**src/shared/irq_src_pkg.sv**
```systemverilog
// Purpose: Constants shared by the interrupt source block.
// Assumes: 10 MHz system clock, 8-bit register port.
// Notes:   Offsets are byte indexes on the register port.
package irq_src_pkg;
    localparam int          CLK_HZ           = 10_000_000;
    localparam int          LOW_HOLD_CYCLES  = 12;
    localparam int          TICK_UNIT_CYCLES = 1024;
    localparam int          NUM_SRC          = 7;
    // Register indexes.
    localparam logic [3:0]  OFS_PENDING      = 4'h0;
    localparam logic [3:0]  OFS_MASK         = 4'h1;
    localparam logic [3:0]  OFS_CTRL1        = 4'h2;
    localparam logic [3:0]  OFS_RESULT       = 4'h3;
    localparam logic [3:0]  OFS_RELOAD       = 4'h4;
    localparam logic [3:0]  OFS_PARA_LO      = 4'h5;
    localparam logic [3:0]  OFS_PARA_HI      = 4'h6;
    localparam logic [3:0]  OFS_IE           = 4'h7;
    localparam logic [3:0]  OFS_IP           = 4'h8;
    // Pending flag positions.
    localparam int          BIT_CLK_LOW      = 0;
    localparam int          BIT_CONV_DONE    = 1;
    localparam int          BIT_RELOAD_TMR   = 2;
    localparam int          BIT_SAFE_AREA    = 3;
    localparam int          BIT_VERT_EVENT   = 4;
    localparam int          BIT_PARABOLA     = 5;
    localparam int          BIT_MODE1        = 6;
    // First control register fields.
    localparam int          BIT_CH_LO        = 0;
    localparam int          BIT_CH_HI        = 1;
    localparam int          BIT_GO           = 2;
    // Enable and priority fields.
    localparam int          BIT_IE_SHARED    = 2;
    localparam int          BIT_IE_DDC       = 5;
    localparam int          BIT_IE_ALL       = 7;
    // Reset values.
    localparam logic [7:0]  RST_BYTE         = 8'h00;
endpackage : irq_src_pkg

```
**src/rtl/irq_sources.sv**
```systemverilog
// Purpose: Shared interrupt collection and its local sources.
// Assumes: Core takes the request levels and runs its own arbiter.
// Notes:   Converter analog part is outside; it reports done.
// Overview of operation
// - Clock line low twelve cycles sets flag.
// - Six requests presented to the core.
// - Fixed order, lowest vector wins ties.
// - Shared request ORs seven source flags.
// - Readable pending flag per shared source.
// - Mask bits 0..6 enable each source.
// - Last request driven only by I2C.
// - Enable bits 2,5; bit 7 masks all.
// - Priority bits 2 and 5 select level.
// - Reload timer unit is 1024 cycles.
// - Reload period is unit times value+1.
// - Parabola timer counts every system cycle.
// - Parabola period is 16-bit value+1 cycles.
// - Two-bit select picks one of four inputs.
// - Done clears go bit, sets flag.
// - Six-bit result readable by software.
// - Writing one clears a pending flag.
// - Flag sets only when mask bit set.
// - Fixed flag bit positions zero to six.
//
// Strobed register access and the register offsets were decided locally.
`timescale 1ns/10ps
module irq_sources #(
    parameter int HOLD = irq_src_pkg::LOW_HOLD_CYCLES,
    parameter int UNIT = irq_src_pkg::TICK_UNIT_CYCLES
) (
    // Clock and reset.
    input  wire logic       sys_clk,
    input  wire logic       rst,
    input  wire logic       clk_en,
    // Register port.
    input  wire logic [3:0] addr,
    input  wire logic [7:0] wdata,
    input  wire logic       wr,
    input  wire logic       rd,
    output logic      [7:0] rdata_ff,
    // Source inputs.
    input  wire logic       display_clock_line,
    input  wire logic       safe_area_output,
    input  wire logic       vert_event,
    input  wire logic       mode1_event,
    input  wire logic       i2c_request,
    input  wire logic       external_request_zero,
    input  wire logic       timer_zero_overflow,
    input  wire logic       timer_one_overflow,
    input  wire logic       serial_rx_tx_flags,
    // Converter.
    input  wire logic       conv_done,
    input  wire logic [5:0] conv_data,
    output logic      [1:0] conv_channel_ff,
    output logic            conv_run_ff,
    // Core requests in vector order, with level.
    output logic      [5:0] req_ff,
    output logic      [5:0] req_high_ff,
    output logic      [5:0] req_grant_ff
);
    localparam int HW = $clog2(HOLD + 1);

    logic [6:0]  pending_source_flags;
    logic [6:0]  source_mask_bits;
    logic [7:0]  first_control_reg;
    logic [5:0]  result_ff;
    logic [7:0]  reload_ff;
    logic [7:0]  parabola_reload_low;
    logic [7:0]  parabola_reload_high;
    logic [7:0]  interrupt_enable_reg;
    logic [7:0]  priority_select_reg;
    logic [HW-1:0] low_cnt_ff;
    logic        line_prev_ff;
    logic        low_seen_ff;
    logic        tmr_exp;
    logic        para_exp;

    // ****************************************************************
    // Register decode.
    // ****************************************************************
    wire wr_pend  = wr && (addr == irq_src_pkg::OFS_PENDING);
    wire wr_mask  = wr && (addr == irq_src_pkg::OFS_MASK);
    wire wr_ctrl  = wr && (addr == irq_src_pkg::OFS_CTRL1);
    wire wr_rld   = wr && (addr == irq_src_pkg::OFS_RELOAD);
    wire wr_plo   = wr && (addr == irq_src_pkg::OFS_PARA_LO);
    wire wr_phi   = wr && (addr == irq_src_pkg::OFS_PARA_HI);
    wire wr_ie    = wr && (addr == irq_src_pkg::OFS_IE);
    wire wr_ip    = wr && (addr == irq_src_pkg::OFS_IP);

    wire [7:0] rd_mux =
        (addr == irq_src_pkg::OFS_PENDING) ? {1'b0, pending_source_flags} :
        (addr == irq_src_pkg::OFS_MASK)    ? {1'b0, source_mask_bits} :
        (addr == irq_src_pkg::OFS_CTRL1)   ? first_control_reg :
        (addr == irq_src_pkg::OFS_RESULT)  ? {2'b00, result_ff} :
        (addr == irq_src_pkg::OFS_RELOAD)  ? reload_ff :
        (addr == irq_src_pkg::OFS_PARA_LO) ? parabola_reload_low :
        (addr == irq_src_pkg::OFS_PARA_HI) ? parabola_reload_high :
        (addr == irq_src_pkg::OFS_IE)      ? interrupt_enable_reg :
        (addr == irq_src_pkg::OFS_IP)      ? priority_select_reg : 8'h00;

    // ****************************************************************
    // Clock line low detector.
    // ****************************************************************
    wire fall      = line_prev_ff && !display_clock_line;
    wire low_hit   = !display_clock_line && low_seen_ff && (low_cnt_ff == HW'(HOLD - 1));
    wire [HW-1:0] nxt_low_cnt = fall ? '0 : low_cnt_ff + HW'(1);

    always_ff @(posedge sys_clk or posedge rst) begin
        if (rst) begin
            line_prev_ff <= 1'b1;
            low_seen_ff  <= 1'b0;
            low_cnt_ff   <= '0;
        end else if (clk_en) begin
            line_prev_ff <= display_clock_line;
            if (display_clock_line || low_hit) begin
                low_seen_ff <= 1'b0;
            end else if (fall) begin
                low_seen_ff <= 1'b1;
            end
            if (fall || low_seen_ff) begin
                low_cnt_ff <= nxt_low_cnt;
            end
        end
    end

    // ****************************************************************
    // Timers.
    // ****************************************************************
    reload_timer #(.W(8), .PRE(UNIT)) u_tick_tmr (
        .sys_clk   (sys_clk),
        .rst       (rst),
        .clk_en    (clk_en),
        .reload    (reload_ff),
        .expire_ff (tmr_exp)
    );

    reload_timer #(.W(16), .PRE(1)) u_para_tmr (
        .sys_clk   (sys_clk),
        .rst       (rst),
        .clk_en    (clk_en),
        .reload    ({parabola_reload_high, parabola_reload_low}),
        .expire_ff (para_exp)
    );

    // ****************************************************************
    // Pending flags.
    // ****************************************************************
    wire done_evt = conv_done && conv_run_ff;
    wire [6:0] src_evt = {mode1_event, para_exp, vert_event, safe_area_output,
                          tmr_exp, done_evt, low_hit};
    wire [6:0] clr_bits = wr_pend ? wdata[6:0] : 7'h00;
    wire [6:0] set_bits = src_evt & source_mask_bits;
    wire [6:0] nxt_pend = (pending_source_flags & ~clr_bits) | set_bits;

    always_ff @(posedge sys_clk or posedge rst) begin
        if (rst) begin
            pending_source_flags <= '0;
            source_mask_bits     <= '0;
        end else if (clk_en) begin
            pending_source_flags <= nxt_pend;
            if (wr_mask) begin
                source_mask_bits <= wdata[6:0];
            end
        end
    end

    // ****************************************************************
    // Converter control.
    // ****************************************************************
    wire nxt_go = wr_ctrl ? wdata[irq_src_pkg::BIT_GO] :
                  (done_evt ? 1'b0 : conv_run_ff);

    always_ff @(posedge sys_clk or posedge rst) begin
        if (rst) begin
            first_control_reg <= irq_src_pkg::RST_BYTE;
            conv_run_ff       <= 1'b0;
            conv_channel_ff   <= 2'b00;
            result_ff         <= '0;
        end else if (clk_en) begin
            conv_run_ff <= nxt_go;
            if (wr_ctrl) begin
                first_control_reg <= wdata;
                conv_channel_ff   <= {wdata[irq_src_pkg::BIT_CH_HI],
                                      wdata[irq_src_pkg::BIT_CH_LO]};
            end else begin
                first_control_reg[irq_src_pkg::BIT_GO] <= nxt_go;
            end
            if (done_evt) begin
                result_ff <= conv_data;
            end
        end
    end

    // ****************************************************************
    // Remaining registers.
    // ****************************************************************
    always_ff @(posedge sys_clk or posedge rst) begin
        if (rst) begin
            reload_ff            <= irq_src_pkg::RST_BYTE;
            parabola_reload_low  <= irq_src_pkg::RST_BYTE;
            parabola_reload_high <= irq_src_pkg::RST_BYTE;
            interrupt_enable_reg <= irq_src_pkg::RST_BYTE;
            priority_select_reg  <= irq_src_pkg::RST_BYTE;
            rdata_ff             <= 8'h00;
        end else if (clk_en) begin
            if (wr_rld) reload_ff <= wdata;
            if (wr_plo) parabola_reload_low <= wdata;
            if (wr_phi) parabola_reload_high <= wdata;
            if (wr_ie) interrupt_enable_reg <= wdata;
            if (wr_ip) priority_select_reg <= wdata;
            rdata_ff <= rd ? rd_mux : 8'h00;
        end
    end

    // ****************************************************************
    // Requests to the core.
    // ****************************************************************
    wire shared_req = |pending_source_flags;
    wire [5:0] raw  = {i2c_request, serial_rx_tx_flags, timer_one_overflow,
                       shared_req, timer_zero_overflow, external_request_zero};
    wire [5:0] en   = interrupt_enable_reg[7] ? interrupt_enable_reg[5:0] : 6'h00;
    wire [5:0] act  = raw & en;
    wire [5:0] hi   = act & priority_select_reg[5:0];
    wire [5:0] pool = (|hi) ? hi : act;
    wire [5:0] win  = pool & ~(pool - 6'h01);

    always_ff @(posedge sys_clk or posedge rst) begin
        if (rst) begin
            req_ff       <= '0;
            req_high_ff  <= '0;
            req_grant_ff <= '0;
        end else if (clk_en) begin
            req_ff       <= act;
            req_high_ff  <= hi;
            req_grant_ff <= win;
        end
    end
endmodule : irq_sources

```
**src/rtl/reload_timer.sv**
```systemverilog
// Purpose: Auto-reload down counter with a prescaled tick.
// Assumes: Reload value is sampled at each expiry.
// Notes:   Pulse lasts one enabled cycle.
`timescale 1ns/10ps
module reload_timer #(
    parameter int W   = 8,
    parameter int PRE = 1
) (
    // Clock and reset.
    input  wire logic         sys_clk,
    input  wire logic         rst,
    input  wire logic         clk_en,
    // Control.
    input  wire logic [W-1:0] reload,
    // Event.
    output logic              expire_ff
);
    localparam int PW = (PRE > 1) ? $clog2(PRE) : 1;
    logic [PW-1:0] pre_ff;
    logic [W-1:0]  cnt_ff;
    wire           tick     = (PRE == 1) || (pre_ff == PW'(PRE - 1));
    wire           at_zero  = (cnt_ff == '0);
    wire [PW-1:0]  nxt_pre  = tick ? '0 : pre_ff + PW'(1);
    wire [W-1:0]   nxt_cnt  = at_zero ? reload : cnt_ff - W'(1);

    always_ff @(posedge sys_clk or posedge rst) begin
        if (rst) begin
            pre_ff    <= '0;
            cnt_ff    <= '0;
            expire_ff <= 1'b0;
        end else if (clk_en) begin
            pre_ff    <= nxt_pre;
            if (tick) begin
                cnt_ff <= nxt_cnt;
            end
            expire_ff <= tick && at_zero;
        end
    end
endmodule : reload_timer

```
**config.mk**
```make
export PLATFORM = sky130hd
export DESIGN_NAME = irq_sources
export DESIGN_NICKNAME = d
export VERILOG_FILES = /design/src/shared/irq_src_pkg.sv /design/src/rtl/irq_sources.sv /design/src/rtl/reload_timer.sv
export SDC_FILE = /design/constraint.sdc
export NUM_CORES = 1
export LEC_CHECK = 0
export BUFFER_PORTS_ARGS = -buffer_cell sky130_fd_sc_hd__buf_2
export CAP_MARGIN = 15
export CORE_MARGIN = 2
export CORE_UTILIZATION = 60
export CTS_CLUSTER_SIZE = 14
export DETAILED_ROUTE_END_ITERATION = 8
export GPL_TIMING_DRIVEN = 0
export HOLD_SLACK_MARGIN = 0.06
export PLACE_DENSITY = 0.79
export SLEW_MARGIN = 0
export SYNTH_ARGS = -nofsm -noshare
export SYNTH_HDL_FRONTEND = slang
export SYNTH_HIERARCHICAL = 1
export SYNTH_SLANG_ARGS = --single-unit
export TNS_END_PERCENT = 10
```
**constraint.sdc**
```tcl
create_clock -name sys_clk -period 9.7 [get_ports sys_clk]
set_input_delay 1.455 -clock sys_clk [delete_from_list [all_inputs] [get_ports sys_clk]]
set_output_delay 1.455 -clock sys_clk [all_outputs]
set_load 0.05 [all_outputs]
```
==> results of run 1 <==
==> placed cells by master, fill, tap and decap left out, drive strengths merged, types with 4 or more instances in the layout <==
cell and count:
nand3 10, or3b 4, nand2b 20, mux2 67, nor2b 11, or3 4, nand2 49, a21oi 36
nand4 18, clkbuf 32, o21ai 50, nor3b 4, nor2 22, a22oi 17, dfrtp 135, o22ai 16
bufinv 5, a211oi 5, inv 31, mux2i 10, xnor2 4, a2bb2oi 5, nor3 16, clkinv 6
buf 86, nor4 9, and3 7, a32o 10, ha 6, o2bb2ai 9
==> worst register-to-register path, cell delays in order (launching register included) <==
cell     delay [ps]
dfrtp_1         420
inv_1           120
ha_1            170
nor4b_4         360
and4_1          310
buf_6           170
mux2i_1         190
a21oi_1          80
==> how the worst min path moves through the flow <==
| stage | slack (ps) | endpoint | start | cells after the start |
|---|---|---|---|---|
| 3_5_place_dp | 470 | req_grant_ff[0] | req_grant_ff[0] | 1 |
| 4_1_cts | 480 | req_grant_ff[0] | req_grant_ff[0] | 1 |
| 2_1_floorplan | 440 | u_tick_tmr/pre_ff[9] | u_tick_tmr/pre_ff[9] | 1 |
| 6_report | 480 | req_grant_ff[0] | req_grant_ff[0] | 1 |
| 5_1_grt | 510 | rdata_ff[1] | rdata_ff[1] | 1 |
| 3_3_place_gp | 460 | u_tick_tmr/pre_ff[9] | u_tick_tmr/pre_ff[9] | 1 |
==> logic make-up after synthesis <==
group,after synthesis,share of synthesized area (%)
xor gates and xnor gates,5,0.607
and+or+nand+nor,195,16.9
DFF,136,47.2
muxes,77,12.7
buffers and inverters,69,4.70
adders and majority gates,6,1.04
AOI/OAI and AO/OA,183,16.9
==> layout make-up <==
cell class	instances	area (um2)	area share (%)
multi-input cells	466	3470	41.4
plain buffers	37	219	2.61
clock inverters	12	198	2.36
inverters	32	123	1.46
well taps	147	184	2.19
repair buffers	61	328	3.91
clock buffers	20	457	5.45
flip-flops and latches	136	3400	40.6
==> report_power, final <==
group	internal (W)	switching [W]	leakage [nW]	total, W
Sequential	0.000659	0.000101	1.73	0.000760
Clock	0.000469	0.000248	0.316	0.000717
Combinational	0.000129	0.000162	1.82	0.000291
Total	0.00126	0.000511	3.87	0.00177
==> per-layer routing <==
layer,wire [um],up-vias,track usage [%],share of wire (%)
li1,-,2646,-,-
met1,8000,2905,40.1,41
met2,9430,233,51.3,49
met3,1190,52,7.81,6.2
met4,685,0,14.1,3.5
met5,0,-,0,0
==> per-stage QoR <==
| stage | std cells | hold slack [ps] | instance area, um2 | worst slack, ps | util [%] |
|---|---|---|---|---|---|
| finish | 911 | 481 | 8390 | 6810 | 70.7 |
| global route | 911 | 508 | 8390 | 6750 | 70.7 |
| CTS | 911 | 481 | 8390 | 6840 | 70.7 |
| detailed placement | 879 | 466 | 7730 | 6410 | 65.2 |
| global placement | 878 | 457 | 7700 | 4560 | 64.9 |
| floorplan | 671 | 441 | 7220 | 5630 | - |
==> qor.txt, run 1 <==
CP Class -> in2reg
largest net degree at the start of global routing -> 72
Reg with most FFs -> u_para_tmr/cnt_ff
Largest regs -> u_para_tmr/cnt_ff x16, u_tick_tmr/pre_ff x10
dominant cell type by area after synthesis -> dfrtp_1
CTS sink count -> 136
cts bufs inserted -> 17
period utilization -> 29.8%
Die ar. -> 12900 um2
maxcap violations -> 0
Routed Antenna Nets -> 0
Final #Nets -> 790
top cells by instance count after synthesis -> 135 x dfrtp_1, 50 x mux2_2, 47 x nand2_1, 46 x o21ai_0, 36 x a21oi_1
first-pass GRT wire length -> 31300 um
CP top delay family -> simple AND/OR/NAND/NOR gates
worst IR drop on VDD -> 0.000176 V
critical path arrival -> 3190 ps
Slew @ Worst Pin -> 739 ps
hold crit path type -> reg2reg
Syn Area/Cell -> 10.8 um2
reg-to-reg setup timing slack -> 7730 ps
most frequent cell after synthesis -> dfrtp_1
skew final -> 7.23 ps
Slew Limit Fails -> 0
FF-to-FF path depth -> 7
Remaining Overflow, GRT -> 0
WP data required -> 10000 ps
Seq cells post-synth -> 136
DR WL/cell -> 21.2 um
Reg-to-Reg End -> u_para_tmr/cnt_ff[1]
I/O pin count -> 62
CTS tree -> built
Ant. Diodes -> 0
Die Width -> 114 um
clock-pin slew on the worst setup and hold paths -> 60 ps
initial antenna violation count -> 1
Final Hold Vio Count -> 0
number of global-route vias before repair -> 5937
cells along the critical path -> buf_2 > clkbuf_1 > nor2_2 > nand2_1 > nor2_2 > mux2_2
GP Congestion -> 0.915
routed vias -> 5836
Crit. Startpoint -> addr[3]
share of cells above drive strength 1 -> 28.1%
core area -> 11900 um2
I/O Buffers -> 60
PwrDens -> 211 nW/um2
DP Wirelength -> 13400 um
prevailing post-synth register cell -> dfrtp_1
clk root buf -> clkbuf_16
Synth Cell Area -> 7220 um2
flip-flop count of the largest register after layout -> 16
maximum root-to-sink buffer count -> 2
run status -> complete, no violations
Synth Net Count -> 710
GRT Util Overall -> 31.5%
Syn. warnings -> 6
DRC errors left -> 0
row count -> 40
instance count on the critical path -> 6
Synth Instances -> 671
Layout area overhead -> 16.2%
number of setup violations in the final report -> 0
Initial Utilization -> 60.8%
setup TNS -> 0 ps
crit path capture type -> flip-flop
First-pass DRT Iterations -> 5
Post-synth EDFFs -> 0
maximum fanout along the worst path -> 10
maximum clock frequency -> 346 MHz
H-tree Lvls -> 4
Clk Latency, worst-skew pair -> 420 ps
routed wire length -> 19300 um
Slew HR -> 50.3%
crit start category -> input pin
synth unique cells -> 82
Critical Path Slowest Stage Cell -> nor2_2
slowest stage delay, CP -> 430 ps
CTS Hold Bufs -> 0
worst setup path end -> source_mask_bits[5]
Critical Path Most Common Cell -> nor2_2
R2R Path Start -> u_para_tmr/cnt_ff[0]
total power -> 0.00177 W
Fillers -> 855
Synth area leaders -> dfrtp_1 47%, mux2_2 7.8%, mux2_4 3.5%
post-CTS resize count -> 0
post-synthesis sequential area ratio -> 47.2%
Initial DRC Count -> 660
Avg Vias per Cell -> 6.41
unrepaired setup endpoints after global routing -> false
Die H -> 114 um
postcts setup bufs -> 0
Yosys top cell area share -> 46.8%
Tmin final -> 2890 ps
CP bufs+invs -> 2
P_leak -> 3.87 nW
ys async rst share -> 100%
No activity file was read; power rests on OpenSTA's default activity.
==> run 2, diff against run 1 <==
CORE_UTILIZATION = 54   (was 60)
PLACE_DENSITY = 0.75   (was 0.79)
clock period = 2.6 ns   (was 9.7 ns; I/O delays follow)
==> run 2 against run 1 <==
Count of clock-buffer cells in the layout is 5 higher. Cell count is 3.3% higher. Total power grew to 3.5 times the previous value. Worst hold slack worse by 420 ps. Register-to-register slack worse by 7100 ps. Critical path type is now reg2reg. Largest power group unchanged.
==> qor.txt, run 2 (synthesis gave the netlist of run 1 again) <==
CP Class -> reg2reg
skew final -> 8.91 ps (+1.68 ps)
Die H -> 120 um (+5.2%)
Slew @ Worst Pin -> 751 ps (+12.0 ps)
PwrDens -> 735 nW/um2 (+250%)
Layout area overhead -> 15.3%
Clk Latency, worst-skew pair -> 430 ps (about the same)
maxcap violations -> 0 (unchanged)
unrepaired setup endpoints after global routing -> false
share of cells above drive strength 1 -> 27.8% (-0.30 points)
largest net degree at the start of global routing -> 43 (-40%)
cell area after placement -> 7780 um2 (+0.65%)
I/O Buffers -> 60 (unchanged)
Initial Utilization -> 54.9% (-5.9 points)
clk root buf -> clkbuf_16
cts bufs inserted -> 17 (unchanged)
slowest stage delay, CP -> 500 ps (+70 ps)
routed wire length -> 18900 um (-2.0%)
crit start category -> flip-flop
Routed Antenna Nets -> 0 (unchanged)
critical path arrival -> 2300 ps (-890 ps)
core area -> 13100 um2 (+11%)
Die ar. -> 14300 um2 (+11%)
Flop pwr share -> 46.2% (+3.2 points)
Tmin final -> 1990 ps
clock power share -> 36.1% (-4.5 points)
GP Congestion -> 0.940 (+2.7%)
DRC errors left -> 0 (unchanged)
I/O pin count -> 62 (unchanged)
First-pass DRT Iterations -> 5 (unchanged)
CTS sink count -> 136 (unchanged)
setup TNS -> 0 ps (unchanged)
Largest regs -> u_para_tmr/cnt_ff x16, u_tick_tmr/pre_ff x10
CP bufs+invs -> 0 (-2)
maximum root-to-sink buffer count -> 2 (unchanged)
final instance area -> 8320 um2 (-0.76%)
flip-flop count of the largest register after layout -> 16 (unchanged)
maximum fanout along the worst path -> 4 (-6)
maximum clock frequency -> 503 MHz
final hold slack -> 58.1 ps (-423 ps)
P_leak -> 3.81 nW (-1.5%)
Slew Limit Fails -> 0 (unchanged)
total power -> 0.00611 W (+250%)
H-tree Lvls -> 4 (unchanged)
Net Sw Frac -> 30.4% (+1.5 points)
most common cell after layout, fill and taps aside -> dfrtp_1
period utilization -> 76.4%
Reg with most FFs -> u_para_tmr/cnt_ff
routed vias -> 5810 (-0.45%)
Slew HR -> 49.9% (-0.48 points)
Ant. Diodes -> 0 (unchanged)
DP Wirelength -> 13500 um (+0.26%)
P_int -> 0.00425 W (+240%)
GRT Util Overall -> 28.1% (-3.4 points)
CTS tree -> built
cells along the critical path -> nor3_1 > a211oi_2 > o311ai_2 > a211oi_2 > a32o_1
CTS Hold Bufs -> 0 (unchanged)
net switching power -> 0.00186 W (+260%)
CP top delay family -> compound AO/OA/AOI/OAI gates
postcts setup bufs -> 0 (unchanged)
Final Hold Vio Count -> 0 (unchanged)
number of global-route vias before repair -> 5877 (-1.0%)
FF-to-FF path depth -> 5 (-2)
run status -> complete, no violations
crit path capture type -> flip-flop
most frequent cells in the layout -> 135 x dfrtp_1, 71 x buf_2, 50 x mux2_2
worst IR drop on VDD -> 0.000531 V (+200%)
instance count on the critical path -> 5 (-1)
Initial DRC Count -> 517 (-22%)
WP data required -> 2910 ps (-7090 ps)
fin util -> 63.3% (-7.4 points)
Die Width -> 120 um (+5.2%)
clock-pin slew on the worst setup and hold paths -> 60 ps (about the same)
Critical Path Slowest Stage Cell -> o311ai_2
Final #Nets -> 791 (+0.13%)
initial antenna violation count -> 0 (-1)
DR WL/cell -> 20.1 um (-5.1%)
number of setup violations in the final report -> 0 (unchanged)
first-pass GRT wire length -> 31000 um (-0.92%)
hold crit path type -> in2async
Avg Vias per Cell -> 6.17 (-3.6%)
Logic pwr share -> 17.7% (+1.2 points)
Remaining Overflow, GRT -> 0 (unchanged)
post-CTS resize count -> 0 (unchanged)
row count -> 42 (+5.0%)
Critical Path Most Common Cell -> a211oi_2
## run 2: worst reg2reg max path: stages, from the launching register on
cell	delay, ps
dfrtp_1	400
nor3_1	370
a211oi_2	190
o311ai_2	500
a211oi_2	130
a32o_1	280
## run 2: final cells by class
class | instances | area [um2]
fillers | 1067 | 4820
multi-input cells | 466 | 3470
flip-flops and latches | 136 | 3400
clock buffers | 25 | 495
repair buffers | 62 | 340
well taps | 176 | 220
plain buffers | 37 | 219
inverters | 32 | 124
clock inverters | 7 | 45.0
## run 2: per-layer routing
| layer | track usage (%) | share of wire (%) | vias to the layer above |
|---|---|---|---|
| met5 | 0 | 0 | - |
| met4 | 13.7 | 3.6 | 0 |
| met3 | 6.04 | 6.7 | 42 |
| met2 | 45.6 | 49 | 224 |
| met1 | 35.9 | 41 | 2887 |
| li1 | - | - | 2657 |
## run 2: metrics by stage
stage | instances | setup WS, ps
4_1_cts | 941 | 605
3_5_place_dp | 909 | 371
3_3_place_gp | 907 | 366
5_1_grt | 941 | 476
6_report | 941 | 613
2_1_floorplan | 671 | 823
## run 2: final timing paths
check / from / end / slack [ps]
worst max-delay path: pending_source_flags[0] / req_grant_ff[5] / 610
worst min-delay path: rst / reload_ff[0] / 60
worst max register to register: pending_source_flags[0] / req_grant_ff[5] / 610
worst min register to register: u_tick_tmr/pre_ff[9] / u_tick_tmr/pre_ff[9] / 480
max in group asynchronous: rst / line_prev_ff / 1910
min in group sys_clk: conv_data[1] / result_ff[1] / 190
## run 2: power by group through the flow
stage	clock network [W]	registers, W	logic [W]
final	0.00221	0.00283	0.00108
after CTS	0.00223	0.00282	0.00108
after floorplan	0	0.00282	0.000730
after global routing	0.00233	0.00287	0.00119
after global placement	0	0.00282	0.00102
after detailed placement	0	0.00285	0.00107
==> run 3, diff against run 2 <==
CORE_UTILIZATION = 60   (was 54)
PLACE_DENSITY = 0.79   (was 0.75)
clock period = 2 ns   (was 2.6 ns; I/O delays follow)
==> run 3 against run 2 <==
Clock skew is 3.4 ps lower. Setup slack worse by 560 ps. Worst hold slack better by 44 ps. Total power increased by 39%. Fmax up 1.8%. Cell count decreased by 3.0%. Combinational power rose by 31%. Critical path type unchanged. Clock power grew 54%.
==> qor.txt, run 3 (synthesis gave the netlist of run 1 again) <==
postcts setup bufs -> 0 (unchanged)
Slew @ Worst Pin -> 713 ps (-38.5 ps)
Largest regs -> u_para_tmr/cnt_ff x16, u_tick_tmr/pre_ff x10
# placed instances -> 880 (-3.2%)
DR WL/cell -> 21.0 um (+4.5%)
first-pass GRT wire length -> 31200 um (+0.78%)
crit path capture type -> flip-flop
maximum root-to-sink buffer count -> 2 (unchanged)
CP Class -> reg2reg
P_leak -> 3.88 nW (+1.7%)
Tmin final -> 1950 ps (-35.6 ps)
CTS sink count -> 136 (unchanged)
crit start category -> flip-flop
number of setup violations in the final report -> 0 (unchanged)
number of global-route vias before repair -> 5885 (+0.14%)
R2R Path Start -> u_para_tmr/cnt_ff[0]
hold path start -> display_clock_line
Die Width -> 114 um (-5.0%)
Clk Latency, worst-skew pair -> 430 ps (about the same)
Final Instance Count excl. Fillers -> 913 (-3.0%)
unrepaired setup endpoints after global routing -> true
H-tree Lvls -> 4 (unchanged)
Reg with most FFs -> u_para_tmr/cnt_ff
Final Hold Vio Count -> 0 (unchanged)
GRT Util Overall -> 31.4% (+3.3 points)
I/O Buffers -> 60 (unchanged)
Remaining Overflow, GRT -> 0 (unchanged)
FF-to-FF path depth -> 7 (+2)
Initial Utilization -> 60.8% (+5.9 points)
initial antenna violation count -> 0 (unchanged)
most common cell after layout, fill and taps aside -> dfrtp_1
cts bufs inserted -> 17 (unchanged)
setup TNS -> 0 ps (unchanged)
DRC errors left -> 0 (unchanged)
period utilization -> 97.6% (+21 points)
routed vias -> 5831 (+0.36%)
Ant. Diodes -> 0 (unchanged)
WHS Endpoint -> low_seen_ff
GP Congestion -> 0.972 (+3.5%)
CTS tree -> built
total power -> 0.00851 W (+39%)
Initial DRC Count -> 468 (-9.5%)
Avg Vias per Cell -> 6.39 (+3.4%)
Reg-to-Reg End -> u_para_tmr/cnt_ff[6]
maximum clock frequency -> 512 MHz (+1.8%)
reg-to-reg setup timing slack -> 50 ps (-560 ps)
DP Wirelength -> 13400 um (-0.45%)
Die ar. -> 12900 um2 (-9.7%)
most frequent cells in the layout -> 135 x dfrtp_1, 72 x buf_2, 50 x mux2_2
share of cells above drive strength 1 -> 28.3% (+0.49 points)
Register Area -> 3400 um2 (unchanged)
critical path arrival -> 2300 ps (about the same)
flip-flop count of the largest register after layout -> 16 (unchanged)
routed wire length -> 19200 um (+1.4%)
hold path depth -> 2
fin util -> 70.9% (+7.5 points)
Routed Antenna Nets -> 0 (unchanged)
clk root buf -> clkbuf_16
core area -> 11900 um2 (-9.7%)
WP data required -> 2340 ps (-570 ps)
Die H -> 114 um (-5.0%)
Slew Limit Fails -> 0 (unchanged)
PwrDens -> 1010 nW/um2 (+38%)
Final #Nets -> 792 (+0.13%)
Multi-input gate area -> 3480 um2 (+0.32%)
run status -> complete, no violations
I/O pin count -> 62 (unchanged)
worst IR drop on VDD -> 0.000753 V (+42%)
maxcap violations -> 0 (unchanged)
clock-pin slew on the worst setup and hold paths -> 60 ps (about the same)
First-pass DRT Iterations -> 5 (unchanged)
Layout area overhead -> 16.5%
row count -> 40 (-4.8%)
Slew HR -> 52.4% (+2.6 points)
skew final -> 5.46 ps (-3.45 ps)
maximum fanout along the worst path -> 10 (+6)
Fillers -> 861 (-19%)
hold crit path type -> in2reg
largest net degree at the start of global routing -> 39 (-9.3%)
run 3: worst max-delay path, cell delays in order, from the launching register on:
cell and delay [ps]:
dfrtp_1 410, inv_1 120, ha_1 170, nor4b_4 340, nand4_2 210, buf_2 250, a21boi_1 190, a2bb2oi_1 180
run 3: where the power goes:
part,switching [W],internal (W)
logic,0.000780,0.000634
clock network,0.00122,0.00219
registers,0.000499,0.00319
run 3: area by class of cell:
cell class	count	area share [%]
Multi-Input combinational cell	466	41.5
Sequential cell	136	40.5
Clock buffer	21	5.60
Timing Repair Buffer	63	4.17
Buffer	37	2.60
Tap cell	147	2.19
Clock inverter	11	2.01
Inverter	32	1.47
run 3: per-stage QoR:
stage,hold WS (ps),instance area (um2),worst slack [ps]
6_report,102,8410,48.5
5_1_grt,97.9,8410,-80.2
4_1_cts,92.8,8400,63.0
3_5_place_dp,442,7740,-111
3_3_place_gp,457,7700,-123
2_1_floorplan,226,7220,223
run 3: layer usage:
metal / up-vias / wire [um] / track usage, %
met3: 47 / 1110 / 8.55
met2: 205 / 9220 / 50.0
met4: 0 / 614 / 14.0
met5: - / 0 / 0
li1: 2652 / - / -
met1: 2927 / 8230 / 40.5
run 3: timing repair:
item                                    in CTS  in global routing
endpoints found under the setup margin       1                 16
hold endpoints to repair                    62                  0
hold buffers                                 1                  0
gates resized for setup                      1                  4
pin swaps                                    0                  1
run 3: how the worst max path moves through the flow:
stage | startpoint | to | slack (ps) | depth (start not counted)
after floorplan | u_tick_tmr/cnt_ff[0] | u_tick_tmr/cnt_ff[5] | 220 | 7
after global placement | rst | req_high_ff[1] | -120 | 2
after detailed placement | addr[3] | source_mask_bits[1] | -110 | 6
after CTS | u_para_tmr/cnt_ff[0] | u_para_tmr/cnt_ff[6] | 60 | 7
after global routing | u_para_tmr/cnt_ff[0] | u_para_tmr/cnt_ff[6] | -80 | 7
final | u_para_tmr/cnt_ff[0] | u_para_tmr/cnt_ff[6] | 50 | 7
